--- src/common/pscl_defs.svh ---
// Timing, count and field constants of the serial configuration loader
`ifndef PSCL_DEFS_SVH
`define PSCL_DEFS_SVH

// ----------------------------------------------------------------------
// System clock
// ----------------------------------------------------------------------
`define PSCL_CLK_MHZ 40
`define PSCL_CLK_PERIOD_NS 25

// ----------------------------------------------------------------------
// Reconfiguration handshake times
// ----------------------------------------------------------------------
`define PSCL_T_CF2CD_LIM_NS 600
`define PSCL_T_CF2ST0_LIM_NS 600
`define PSCL_T_CFG_MIN_US 2
`define PSCL_T_STATUS_MIN_US 268
`define PSCL_T_STATUS_LIM_US 1506
`define PSCL_T_CF2ST1_LIM_US 1506
`define PSCL_T_ST2CK_MIN_US 2

// ----------------------------------------------------------------------
// Initialization
// ----------------------------------------------------------------------
`define PSCL_T_CD2UM_MIN_US 175
`define PSCL_T_CD2UM_LIM_US 437
`define PSCL_SCLK_LIM_MHZ 125
`define PSCL_CD2CU_PERIODS 4
`define PSCL_INIT_CLKS 8576
`define PSCL_TRAIL_FALLS 2

// ----------------------------------------------------------------------
// Remote upgrade strobes
// ----------------------------------------------------------------------
`define PSCL_T_STROBE_MIN_NS 250

// ----------------------------------------------------------------------
// Option bits at the head of the bitstream, first bit received is bit 0
// ----------------------------------------------------------------------
`define PSCL_OPT_W 3
`define PSCL_OPT_INIT_DONE_EN 0
`define PSCL_OPT_SRC_LSB 1

// ----------------------------------------------------------------------
// Reset values
// ----------------------------------------------------------------------
`define PSCL_RST_STATUS_OE 1'b1
`define PSCL_RST_DONE 1'b0

`endif

--- src/common/pscl_pkg.sv ---
// Types shared by the serial configuration loader
package pscl_pkg;

  // Initialization clock source, as loaded from the option bits
  typedef enum logic [1:0] {
    PSCL_SRC_OSC,
    PSCL_SRC_USR,
    PSCL_SRC_SCLK
  } pscl_src_e;

  typedef enum logic [2:0] {
    PSCL_ST_CLEAR,
    PSCL_ST_WAIT,
    PSCL_ST_SHIFT,
    PSCL_ST_TRAIL,
    PSCL_ST_INIT,
    PSCL_ST_USER
  } pscl_state_e;

  typedef struct packed {
    logic init_done_en;
    pscl_src_e src;
  } pscl_opt_s;

  // Synchronised pin group
  typedef struct packed {
    logic status_n;
    logic usr_clk;
    logic data;
    logic sclk;
    logic req_n;
  } pscl_pins_s;

endpackage

--- src/rtl/pscl_sync.sv ---
// Two-stage pin synchroniser with edge detection
`timescale 1ns/10ps
module pscl_sync #(
  parameter int W = 1
) (
  input wire logic clk_i,
  input wire logic rst_i,
  input wire logic ce_i,
  input wire logic [W-1:0] d_i,
  output logic [W-1:0] q_o,
  output logic [W-1:0] rise_o,
  output logic [W-1:0] fall_o
);

  logic [W-1:0] s1_q;
  logic [W-1:0] s2_q;
  logic [W-1:0] s3_q;
  logic [W-1:0] s1_d;
  logic [W-1:0] s2_d;
  logic [W-1:0] s3_d;

  always_comb begin
    s1_d = ce_i ? d_i : s1_q;
    s2_d = ce_i ? s1_q : s2_q;
    s3_d = ce_i ? s2_q : s3_q;
  end

  always_ff @(posedge clk_i or posedge rst_i) begin
    if (rst_i) begin
      s1_q <= '0;
      s2_q <= '0;
      s3_q <= '0;
    end else begin
      s1_q <= s1_d;
      s2_q <= s2_d;
      s3_q <= s3_d;
    end
  end

  // Edges are seen only from the second and third stages
  assign q_o = s2_q;
  assign rise_o = s2_q & ~s3_q;
  assign fall_o = ~s2_q & s3_q;

endmodule

--- src/rtl/pscl_wdog.sv ---
// User watchdog: expires unless kicked within its period
`timescale 1ns/10ps
module pscl_wdog #(
  parameter int CYC = 4000000
) (
  input wire logic clk_i,
  input wire logic rst_i,
  input wire logic ce_i,
  input wire logic en_i,
  input wire logic kick_i,
  output logic expire_o
);

  logic [31:0] cnt_q;
  logic [31:0] cnt_d;
  logic exp_q;
  logic exp_d;

  always_comb begin
    cnt_d = cnt_q;
    exp_d = 1'b0;
    if (!en_i || kick_i) begin
      cnt_d = '0;
    end else if (cnt_q >= 32'(CYC - 1)) begin
      cnt_d = '0;
      exp_d = 1'b1;
    end else begin
      cnt_d = cnt_q + 32'h1;
    end
  end

  always_ff @(posedge clk_i or posedge rst_i) begin
    if (rst_i) begin
      cnt_q <= '0;
      exp_q <= 1'b0;
    end else if (ce_i) begin
      cnt_q <= cnt_d;
      exp_q <= exp_d;
    end
  end

  assign expire_o = exp_q;

endmodule

--- src/rtl/pscl_loader.sv ---
// Passive serial configuration loader, device side
// Behaviour
// - user mode: pins high; request low reconfigures
// - status low through power-on delay
// - done low until configuration completes
// - done high only after full bitstream
// - done low within 600 ns of request
// - status low within 600 ns of request
// - status low 268 to 1506 us
// - status released within 1506 us after request
// - data captured on serial clock rise
// - oscillator init: user mode 175-437 us
// - user clock enabled, then 8576 cycles
// - three selectable initialization clock sources
// - init pin low until initialization ends
`include "pscl_defs.svh"
`timescale 1ns/10ps
module pscl_loader #(
  parameter int CFG_BITS = 64,
  parameter int ST_MIN_CYC =
    `PSCL_T_STATUS_MIN_US * `PSCL_CLK_MHZ,
  parameter int OSC_CYC =
    `PSCL_T_CD2UM_MIN_US * `PSCL_CLK_MHZ,
  parameter int INIT_CLKS = `PSCL_INIT_CLKS,
  parameter int WDOG_CYC = 4000000
) (
  input wire logic mclk_i,
  input wire logic sys_rst_i,
  input wire logic ce_i,
  input wire logic config_request_n_i,
  input wire logic config_serial_clock_i,
  input wire logic serial_config_data_i,
  input wire logic user_startup_clock_i,
  input wire logic status_n_i,
  input wire logic reconfig_request_i,
  input wire logic watchdog_reset_strobe_i,
  input wire logic watchdog_en_i,
  output logic status_n_o,
  output logic status_n_oe_o,
  output logic config_done_o,
  output logic init_complete_o,
  output logic init_complete_oe_o,
  output logic user_clk_en_o,
  output logic user_mode_o,
  output pscl_pkg::pscl_opt_s options_o
);

  // --------------------------------------------------------------------
  // Derived counts
  // --------------------------------------------------------------------
  localparam int SCLK_MIN_NS = 1000 / `PSCL_SCLK_LIM_MHZ;
  localparam int CU_NS = `PSCL_CD2CU_PERIODS * SCLK_MIN_NS;
  localparam int CU_CYC_RAW =
    (CU_NS + `PSCL_CLK_PERIOD_NS - 1) / `PSCL_CLK_PERIOD_NS;
  localparam int CU_CYC = (CU_CYC_RAW < 1) ? 1 : CU_CYC_RAW;
  localparam int CW = 24;
  localparam int EW = 16;
  localparam int OW = `PSCL_OPT_W;

  // --------------------------------------------------------------------
  // Pin synchronisers
  // --------------------------------------------------------------------
  pscl_pkg::pscl_pins_s pin_raw;
  pscl_pkg::pscl_pins_s pin_lvl;
  pscl_pkg::pscl_pins_s pin_rise;
  pscl_pkg::pscl_pins_s pin_fall;

  always_comb begin
    pin_raw.status_n = status_n_i;
    pin_raw.usr_clk = user_startup_clock_i;
    pin_raw.data = serial_config_data_i;
    pin_raw.sclk = config_serial_clock_i;
    pin_raw.req_n = config_request_n_i;
  end

  pscl_sync #(
    .W($bits(pscl_pkg::pscl_pins_s))
  ) u_sync (
    .clk_i(mclk_i),
    .rst_i(sys_rst_i),
    .ce_i(ce_i),
    .d_i(pin_raw),
    .q_o(pin_lvl),
    .rise_o(pin_rise),
    .fall_o(pin_fall)
  );

  // --------------------------------------------------------------------
  // State
  // --------------------------------------------------------------------
  pscl_pkg::pscl_state_e st_q;
  pscl_pkg::pscl_state_e st_d;
  logic [CW-1:0] cnt_q;
  logic [CW-1:0] cnt_d;
  logic [EW-1:0] ecnt_q;
  logic [EW-1:0] ecnt_d;
  logic [31:0] bits_q;
  logic [31:0] bits_d;
  logic [OW-1:0] osr_q;
  logic [OW-1:0] osr_d;
  logic [OW-1:0] osr_next;
  pscl_pkg::pscl_opt_s opt_q;
  pscl_pkg::pscl_opt_s opt_d;
  logic stat_oe_q;
  logic stat_oe_d;
  logic done_q;
  logic done_d;
  logic ic_q;
  logic ic_d;
  logic ic_oe_q;
  logic ic_oe_d;
  logic clken_q;
  logic clken_d;
  logic umode_q;
  logic umode_d;
  logic rc_prev_q;
  logic rc_rise;
  logic wd_expire;
  logic restart;
  logic init_edge;
  logic init_end;

  // --------------------------------------------------------------------
  // Remote upgrade triggers
  // --------------------------------------------------------------------
  pscl_wdog #(
    .CYC(WDOG_CYC)
  ) u_wdog (
    .clk_i(mclk_i),
    .rst_i(sys_rst_i),
    .ce_i(ce_i),
    .en_i(umode_q & watchdog_en_i),
    .kick_i(watchdog_reset_strobe_i),
    .expire_o(wd_expire)
  );

  assign rc_rise = reconfig_request_i & ~rc_prev_q;

  // Request low outside the clearing phase restarts at once
  always_comb begin
    restart = ((~pin_lvl.req_n) && (st_q != pscl_pkg::PSCL_ST_CLEAR))
      || rc_rise || wd_expire;
  end

  // Edge that clocks the initialization count
  always_comb begin
    osr_next = {pin_lvl.data, osr_q[OW-1:1]};
    case (opt_q.src)
      pscl_pkg::PSCL_SRC_USR: init_edge = clken_q & pin_rise.usr_clk;
      pscl_pkg::PSCL_SRC_SCLK: init_edge = pin_rise.sclk;
      default: init_edge = 1'b0;
    endcase
    case (opt_q.src)
      pscl_pkg::PSCL_SRC_USR,
      pscl_pkg::PSCL_SRC_SCLK: begin
        init_end = init_edge && (ecnt_q == EW'(INIT_CLKS - 1));
      end
      default: begin
        init_end = cnt_q >= CW'(OSC_CYC - 1);
      end
    endcase
  end

  // --------------------------------------------------------------------
  // Sequencer
  // --------------------------------------------------------------------
  always_comb begin
    st_d = st_q;
    cnt_d = cnt_q;
    ecnt_d = ecnt_q;
    bits_d = bits_q;
    osr_d = osr_q;
    opt_d = opt_q;
    stat_oe_d = stat_oe_q;
    done_d = done_q;
    ic_d = ic_q;
    ic_oe_d = ic_oe_q;
    clken_d = clken_q;
    umode_d = umode_q;
    if (restart) begin
      st_d = pscl_pkg::PSCL_ST_CLEAR;
      cnt_d = '0;
      ecnt_d = '0;
      bits_d = '0;
      stat_oe_d = 1'b1;
      done_d = 1'b0;
      ic_d = 1'b0;
      ic_oe_d = 1'b0;
      clken_d = 1'b0;
      umode_d = 1'b0;
    end else begin
      case (st_q)
        pscl_pkg::PSCL_ST_CLEAR: begin
          stat_oe_d = 1'b1;
          done_d = 1'b0;
          if (cnt_q != {CW{1'b1}}) begin
            cnt_d = cnt_q + CW'(1);
          end
          if (pin_lvl.req_n && (cnt_q >= CW'(ST_MIN_CYC - 1))) begin
            st_d = pscl_pkg::PSCL_ST_WAIT;
            stat_oe_d = 1'b0;
          end
        end
        pscl_pkg::PSCL_ST_WAIT: begin
          // Stays while something outside holds status low
          if (pin_lvl.status_n) begin
            st_d = pscl_pkg::PSCL_ST_SHIFT;
          end
        end
        pscl_pkg::PSCL_ST_SHIFT: begin
          if (!pin_lvl.status_n) begin
            st_d = pscl_pkg::PSCL_ST_CLEAR;
            cnt_d = '0;
            bits_d = '0;
            stat_oe_d = 1'b1;
          end else if (pin_rise.sclk) begin
            bits_d = bits_q + 32'h1;
            if (bits_q < 32'(OW)) begin
              osr_d = osr_next;
            end
            if (bits_q == 32'(OW - 1)) begin
              opt_d.init_done_en = osr_next[`PSCL_OPT_INIT_DONE_EN];
              opt_d.src = pscl_pkg::pscl_src_e'(
                osr_next[`PSCL_OPT_SRC_LSB +: 2]);
              ic_d = 1'b0;
              ic_oe_d = osr_next[`PSCL_OPT_INIT_DONE_EN];
            end
            if (bits_q == 32'(CFG_BITS - 1)) begin
              st_d = pscl_pkg::PSCL_ST_TRAIL;
              done_d = 1'b1;
              ecnt_d = '0;
            end
          end
        end
        pscl_pkg::PSCL_ST_TRAIL: begin
          if (pin_fall.sclk) begin
            ecnt_d = ecnt_q + EW'(1);
            if (ecnt_q == EW'(`PSCL_TRAIL_FALLS - 1)) begin
              st_d = pscl_pkg::PSCL_ST_INIT;
              cnt_d = '0;
              ecnt_d = '0;
            end
          end
        end
        pscl_pkg::PSCL_ST_INIT: begin
          if (cnt_q != {CW{1'b1}}) begin
            cnt_d = cnt_q + CW'(1);
          end
          if (opt_q.src == pscl_pkg::PSCL_SRC_USR &&
              cnt_q >= CW'(CU_CYC - 1)) begin
            clken_d = 1'b1;
          end
          if (init_edge) begin
            ecnt_d = ecnt_q + EW'(1);
          end
          if (init_end) begin
            st_d = pscl_pkg::PSCL_ST_USER;
            umode_d = 1'b1;
            clken_d = 1'b0;
            ic_d = 1'b1;
            ic_oe_d = 1'b0;
          end
        end
        pscl_pkg::PSCL_ST_USER: begin
          umode_d = 1'b1;
          stat_oe_d = 1'b0;
          done_d = 1'b1;
        end
        default: begin
          st_d = pscl_pkg::PSCL_ST_CLEAR;
          cnt_d = '0;
          stat_oe_d = 1'b1;
          done_d = 1'b0;
        end
      endcase
    end
  end

  always_ff @(posedge mclk_i or posedge sys_rst_i) begin
    if (sys_rst_i) begin
      st_q <= pscl_pkg::PSCL_ST_CLEAR;
      cnt_q <= '0;
      ecnt_q <= '0;
      bits_q <= '0;
      osr_q <= '0;
      opt_q <= '0;
      stat_oe_q <= `PSCL_RST_STATUS_OE;
      done_q <= `PSCL_RST_DONE;
      ic_q <= 1'b0;
      ic_oe_q <= 1'b0;
      clken_q <= 1'b0;
      umode_q <= 1'b0;
      rc_prev_q <= 1'b0;
    end else if (ce_i) begin
      st_q <= st_d;
      cnt_q <= cnt_d;
      ecnt_q <= ecnt_d;
      bits_q <= bits_d;
      osr_q <= osr_d;
      opt_q <= opt_d;
      stat_oe_q <= stat_oe_d;
      done_q <= done_d;
      ic_q <= ic_d;
      ic_oe_q <= ic_oe_d;
      clken_q <= clken_d;
      umode_q <= umode_d;
      rc_prev_q <= reconfig_request_i;
    end
  end

  // --------------------------------------------------------------------
  // Outputs
  // --------------------------------------------------------------------
  // Status is open drain: only ever pulled low
  assign status_n_o = 1'b0;
  assign status_n_oe_o = stat_oe_q;
  assign config_done_o = done_q;
  assign init_complete_o = ic_q;
  assign init_complete_oe_o = ic_oe_q;
  assign user_clk_en_o = clken_q;
  assign user_mode_o = umode_q;
  assign options_o = opt_q;

endmodule

--- config.mk ---
export PLATFORM = sky130hd
export DESIGN_NAME = pscl_loader
export DESIGN_NICKNAME = d
export VERILOG_FILES = /design/src/common/pscl_pkg.sv /design/src/rtl/pscl_sync.sv /design/src/rtl/pscl_wdog.sv /design/src/rtl/pscl_loader.sv
export VERILOG_INCLUDE_DIRS = /design/src /design/src/common
export SDC_FILE = /design/constraint.sdc
export NUM_CORES = 1
export LEC_CHECK = 0
export BUFFER_PORTS_ARGS = -buffer_cell sky130_fd_sc_hd__buf_2
export CAP_MARGIN = 20
export CORE_AREA = 8 8 137 139
export DETAILED_ROUTE_END_ITERATION = 10
export DIE_AREA = 0 0 145 147
export PLACE_DENSITY = 0.63
export RECOVER_POWER = 100
export SLEW_MARGIN = 0
export SYNTH_ARGS = -nofsm -noshare
export SYNTH_HDL_FRONTEND = slang
export SYNTH_SLANG_ARGS = --single-unit
export TNS_END_PERCENT = 1
--- constraint.sdc ---
create_clock -name mclk_i -period 5.9 [get_ports mclk_i]
set_input_delay 0.59 -clock mclk_i [delete_from_list [all_inputs] [get_ports mclk_i]]
set_output_delay 0.59 -clock mclk_i [all_outputs]
set_load 0.005 [all_outputs]
==> summary.txt <==
Clocking
  – CTS tree: done
  – Worst-Skew Late Latency: roughly 0.42 ns
  – CTS Sinks: approximately 130
  – Root buffer cell: clkbuf_16
  – # resized after CTS: 0
  – Clock transition at path regs: 0.06 ns
  – Number of H-tree levels: 4
  – CTS Buffer Depth: 2
  – Hold-fix buffers, CTS: 0
  – CTS Buf Count: 17
  – Setup bufs post-CTS: 0

Flow run
  – MaxCap Viol Count: 3

Timing
  – Fin. Hold Viols: 0
  – Maximum clock rate: 245 MHz
  – Total negative slack: 0 ns
  – Fin crit period: 4.08 ns
  – Max Clock Skew: approximately 0.012 ns
  – Final Cycle Share: just under 70%
  – Tightest Pin Transition: 2.67 ns
  – Fin. max-slew vios: 75
  – RSZ-0062 raised after global routing: false
  – Normalized max-slew margin: -78.2%
  – # setup viols final: 0

Synth
  – Post-synth EDFFs: 0
  – Syn Nets: around 800
  – Post-synth ARST share: 100%
  – Seq/Total Area, Yosys: a little under half
  – Post-synthesis cell count: around 790
  – YS warnings: 0
  – Ys flop type: dfrtp_1
  – Post-synth cell types: 71
  – Netlist Area Pre-Place: roughly 7300 µm²
  – Syn Area/Cell: about 9 µm²
  – Seq cells post-synth: ~130

Die
  – Rows: 48
  – Die W: between 100 and 150 µm
  – Initial Util: about 44%
  – IO Pins: 21
  – Die Area: about 21000 µm²
  – Die H: 147 µm
  – Core footprint: between 15000 and 20000 µm²

Worst setup path
  – CP Data Required Time: between 6 and 7 ns
  – R2r startpoint: u_wdog.cnt_q[15]$_DFFE_PP0P_
  – Worst-path fanout max: 22
  – Arr. time, crit path: around 4.4 ns
  – Kind of critical path: register to register
  – Worst Setup Start Kind: register
  – Crit. End Element: register
  – Crit path from: u_wdog.cnt_q[15]$_DFFE_PP0P_

Final layout
  – Layout cell share with drive strength beyond 1: under 10%
  – Final Cell Area: about 8200 µm²
  – N_diodes: 0
  – Layout net count: 824
  – Area growth from synthesis to layout: 11.6%

Global route
  – Largest net degree at the start of global routing: 85
  – Gr usage total: ~16%
  – Initial antenna violation count: 0
  – Grt ovf: 0
  – Number of global-route vias before repair: a little under 6000
  – First-pass GRT wire length: around 29 mm

Detailed routing
  – Detail Route Antenna Nets: 0
  – Via/cell ratio: just under 6
  – Final wirelength: between 15 and 20 mm
  – WL/cell: between 15 and 20 µm
  – DRC Markers: 0
  – DR pass1 iterations: 5
  – Iter 0 DRT Violations: between 400 and 500
  – Via Count: 6066

Power
  – Peak VDD IR: 0.214 mV
  – Pwr Density: approximately 320 nW/µm²
  – Lkg Pwr: about 3.3 nW

Status
  – Outcome: complete, but fails checks
  – Violated checks: max-capacitance violations, max-slew violations

Placed design
  – Dpl hpwl: 11.2 mm
  – Placer Congestion: between 0.8 and 0.9
  – Port Buffers: 19
  – Cell Area, Placed: about 7600 µm²

Hold path
  – Min-delay worst type: primary input to asynchronous set/reset pin
## stage by stage
| step | setup slack, ns | instances | hold slack (ns) | utilization (%) | total power [W] |
|---|---|---|---|---|---|
| after detailed placement | 2.85 | 1007 | 0.471 | 45.1 | 0.00144 |
| after CTS | 2.84 | 1038 | 0.392 | 48.9 | 0.00261 |
| after floorplan | 1.79 | 794 | 0.446 | - | 0.00133 |
| after global placement | 2.93 | 1007 | 0.470 | 45.1 | 0.00143 |
| final | 1.82 | 1040 | 0.213 | 48.7 | 0.00258 |
| after global routing | 1.34 | 1040 | 0.244 | 48.7 | 0.00270 |
## path summary, 6_finish.rpt
path                                               end  depth (start not counted)  slack [ns]
setup / recovery           u_wdog.cnt_q[6]$_DFFE_PP0P_                          7        1.82
hold / removal                    cnt_q[7]$_DFFE_PP0P_                          2        0.21
setup reg to reg           u_wdog.cnt_q[6]$_DFFE_PP0P_                          7        1.82
hold reg to reg                 ecnt_q[15]$_DFFE_PP0P_                          1        0.48
max in group asynchronous        cnt_q[22]$_DFFE_PP0P_                          4        2.37
min in group mclk_i         u_sync.s1_q[3]$_DFFE_PP0P_                          2        0.40
## cell usage in the layout (no fill, tap or decap), types with 8 or more instances in the layout
cell type  Yosys  layout
buf_2         10      10
clkbuf_1      16      12
or4_1          9      11
o21ai_0       59      61
or3_1         17      17
and3_1        18      18
nand2_1       66      66
nor4_1        21      21
inv_1         39      38
a31oi_1       21      21
a21oi_1       43      43
nand2b_1       8       8
o31ai_1       21      21
dfrtp_1      131     131
nor2_1        63      62
clkbuf_16      0      17
o211ai_1      11      12
nand3_1       33      33
nor3_1        22      23
nand4_1       16      16
ha_1          10      10
and2_1         9       9
xnor2_1       23      23
nor2b_1       15      15
mux2_2        19      19
## worst max-delay path: stages (launching register included)
cell	delay (ns)
dfrtp_1	0.45
or4_1	0.59
nor4_1	0.19
a21oi_1	0.14
o41ai_1	1.84
buf_4	0.46
o21ai_0	0.13
a31oi_1	0.19
## flip-flops by register name, summed over array words and instances (netlist names), 2 cells and up
name / cells
options_o: 3
ecnt_q: 16
u_sync.q_o: 5
u_sync.s3_q: 2
bits_q: 32
u_wdog.cnt_q: 32
u_sync.s1_q: 5
osr_q: 2
st_q: 3
cnt_q: 24
## routing by layer
metal / share of wire [%] / vias up / track usage [%]
met3: 3.6 / 12 / 3.66
met4: 0.92 / 0 / 4.79
met1: 49 / 2982 / 21.8
li1: - / 2957 / -
met2: 46 / 115 / 25.0
met5: 0 / - / 0
## cell type report
cell class | count | area (µm²)
clock buffer | 19 | 443
clock inverter | 12 | 204
fill | 1514 | 8590
sequential | 132 | 3300
multi-input combinational | 587 | 3630
timing repair buffer | 26 | 149
inverter | 39 | 148
tap | 225 | 282
## report_power, final
| group | total, W | internal [W] | switching (W) |
|---|---|---|---|
| Clock | 0.00116 | 0.000760 | 0.000399 |
| Combinational | 0.000403 | 0.000137 | 0.000266 |
| Sequential | 0.00102 | 0.000949 | 0.0000671 |
## cell families after synthesis
kind of cell,Yosys count,share of synthesized area [%]
buffers and inverters,75,4.43
AND/OR/NAND/NOR,328,24.1
XOR/XNOR,25,2.99
adder cells (fa/ha/maj),10,1.71
AO/OA/AOI/OAI,204,18.6
multiplexers,19,2.93
flip-flops,132,45.2
other,1,0.0513
## synthesized netlist by cell type (3+ instances only)
cell       number  share of area [%]
dfrtp_1       131                 45
nand2_1        66                3.4
nor2_1         63                3.2
o21ai_0        59                4.0
a21oi_1        43                2.9
inv_1          39                2.0
nand3_1        33                2.3
xnor2_1        23                2.8
nor3_1         22                1.5
a31oi_1        21                1.8
nor4_1         21                1.8
o31ai_1        21                2.2
mux2_2         19                2.9
and3_1         18                1.5
or3_1          17                1.5
clkbuf_1       16               0.82
nand4_1        16                1.4
nor2b_1        15                1.3
o211ai_1       11                1.1
buf_2          10               0.68
ha_1           10                1.7
and2_1          9               0.77
or4_1           9               0.92
nand2b_1        8               0.68
a41oi_1         7               0.84
and4_1          6               0.72
buf_1           5               0.26
a22o_1          4               0.48
o41ai_1         4               0.48
or4_2           4               0.48
a211oi_1        3               0.31
a311oi_1        3               0.36
buf_4           3               0.31
nor4b_1         3               0.36
o2111ai_1       3               0.36
or2_2           3               0.26
Power figures use the tool's default switching activity.
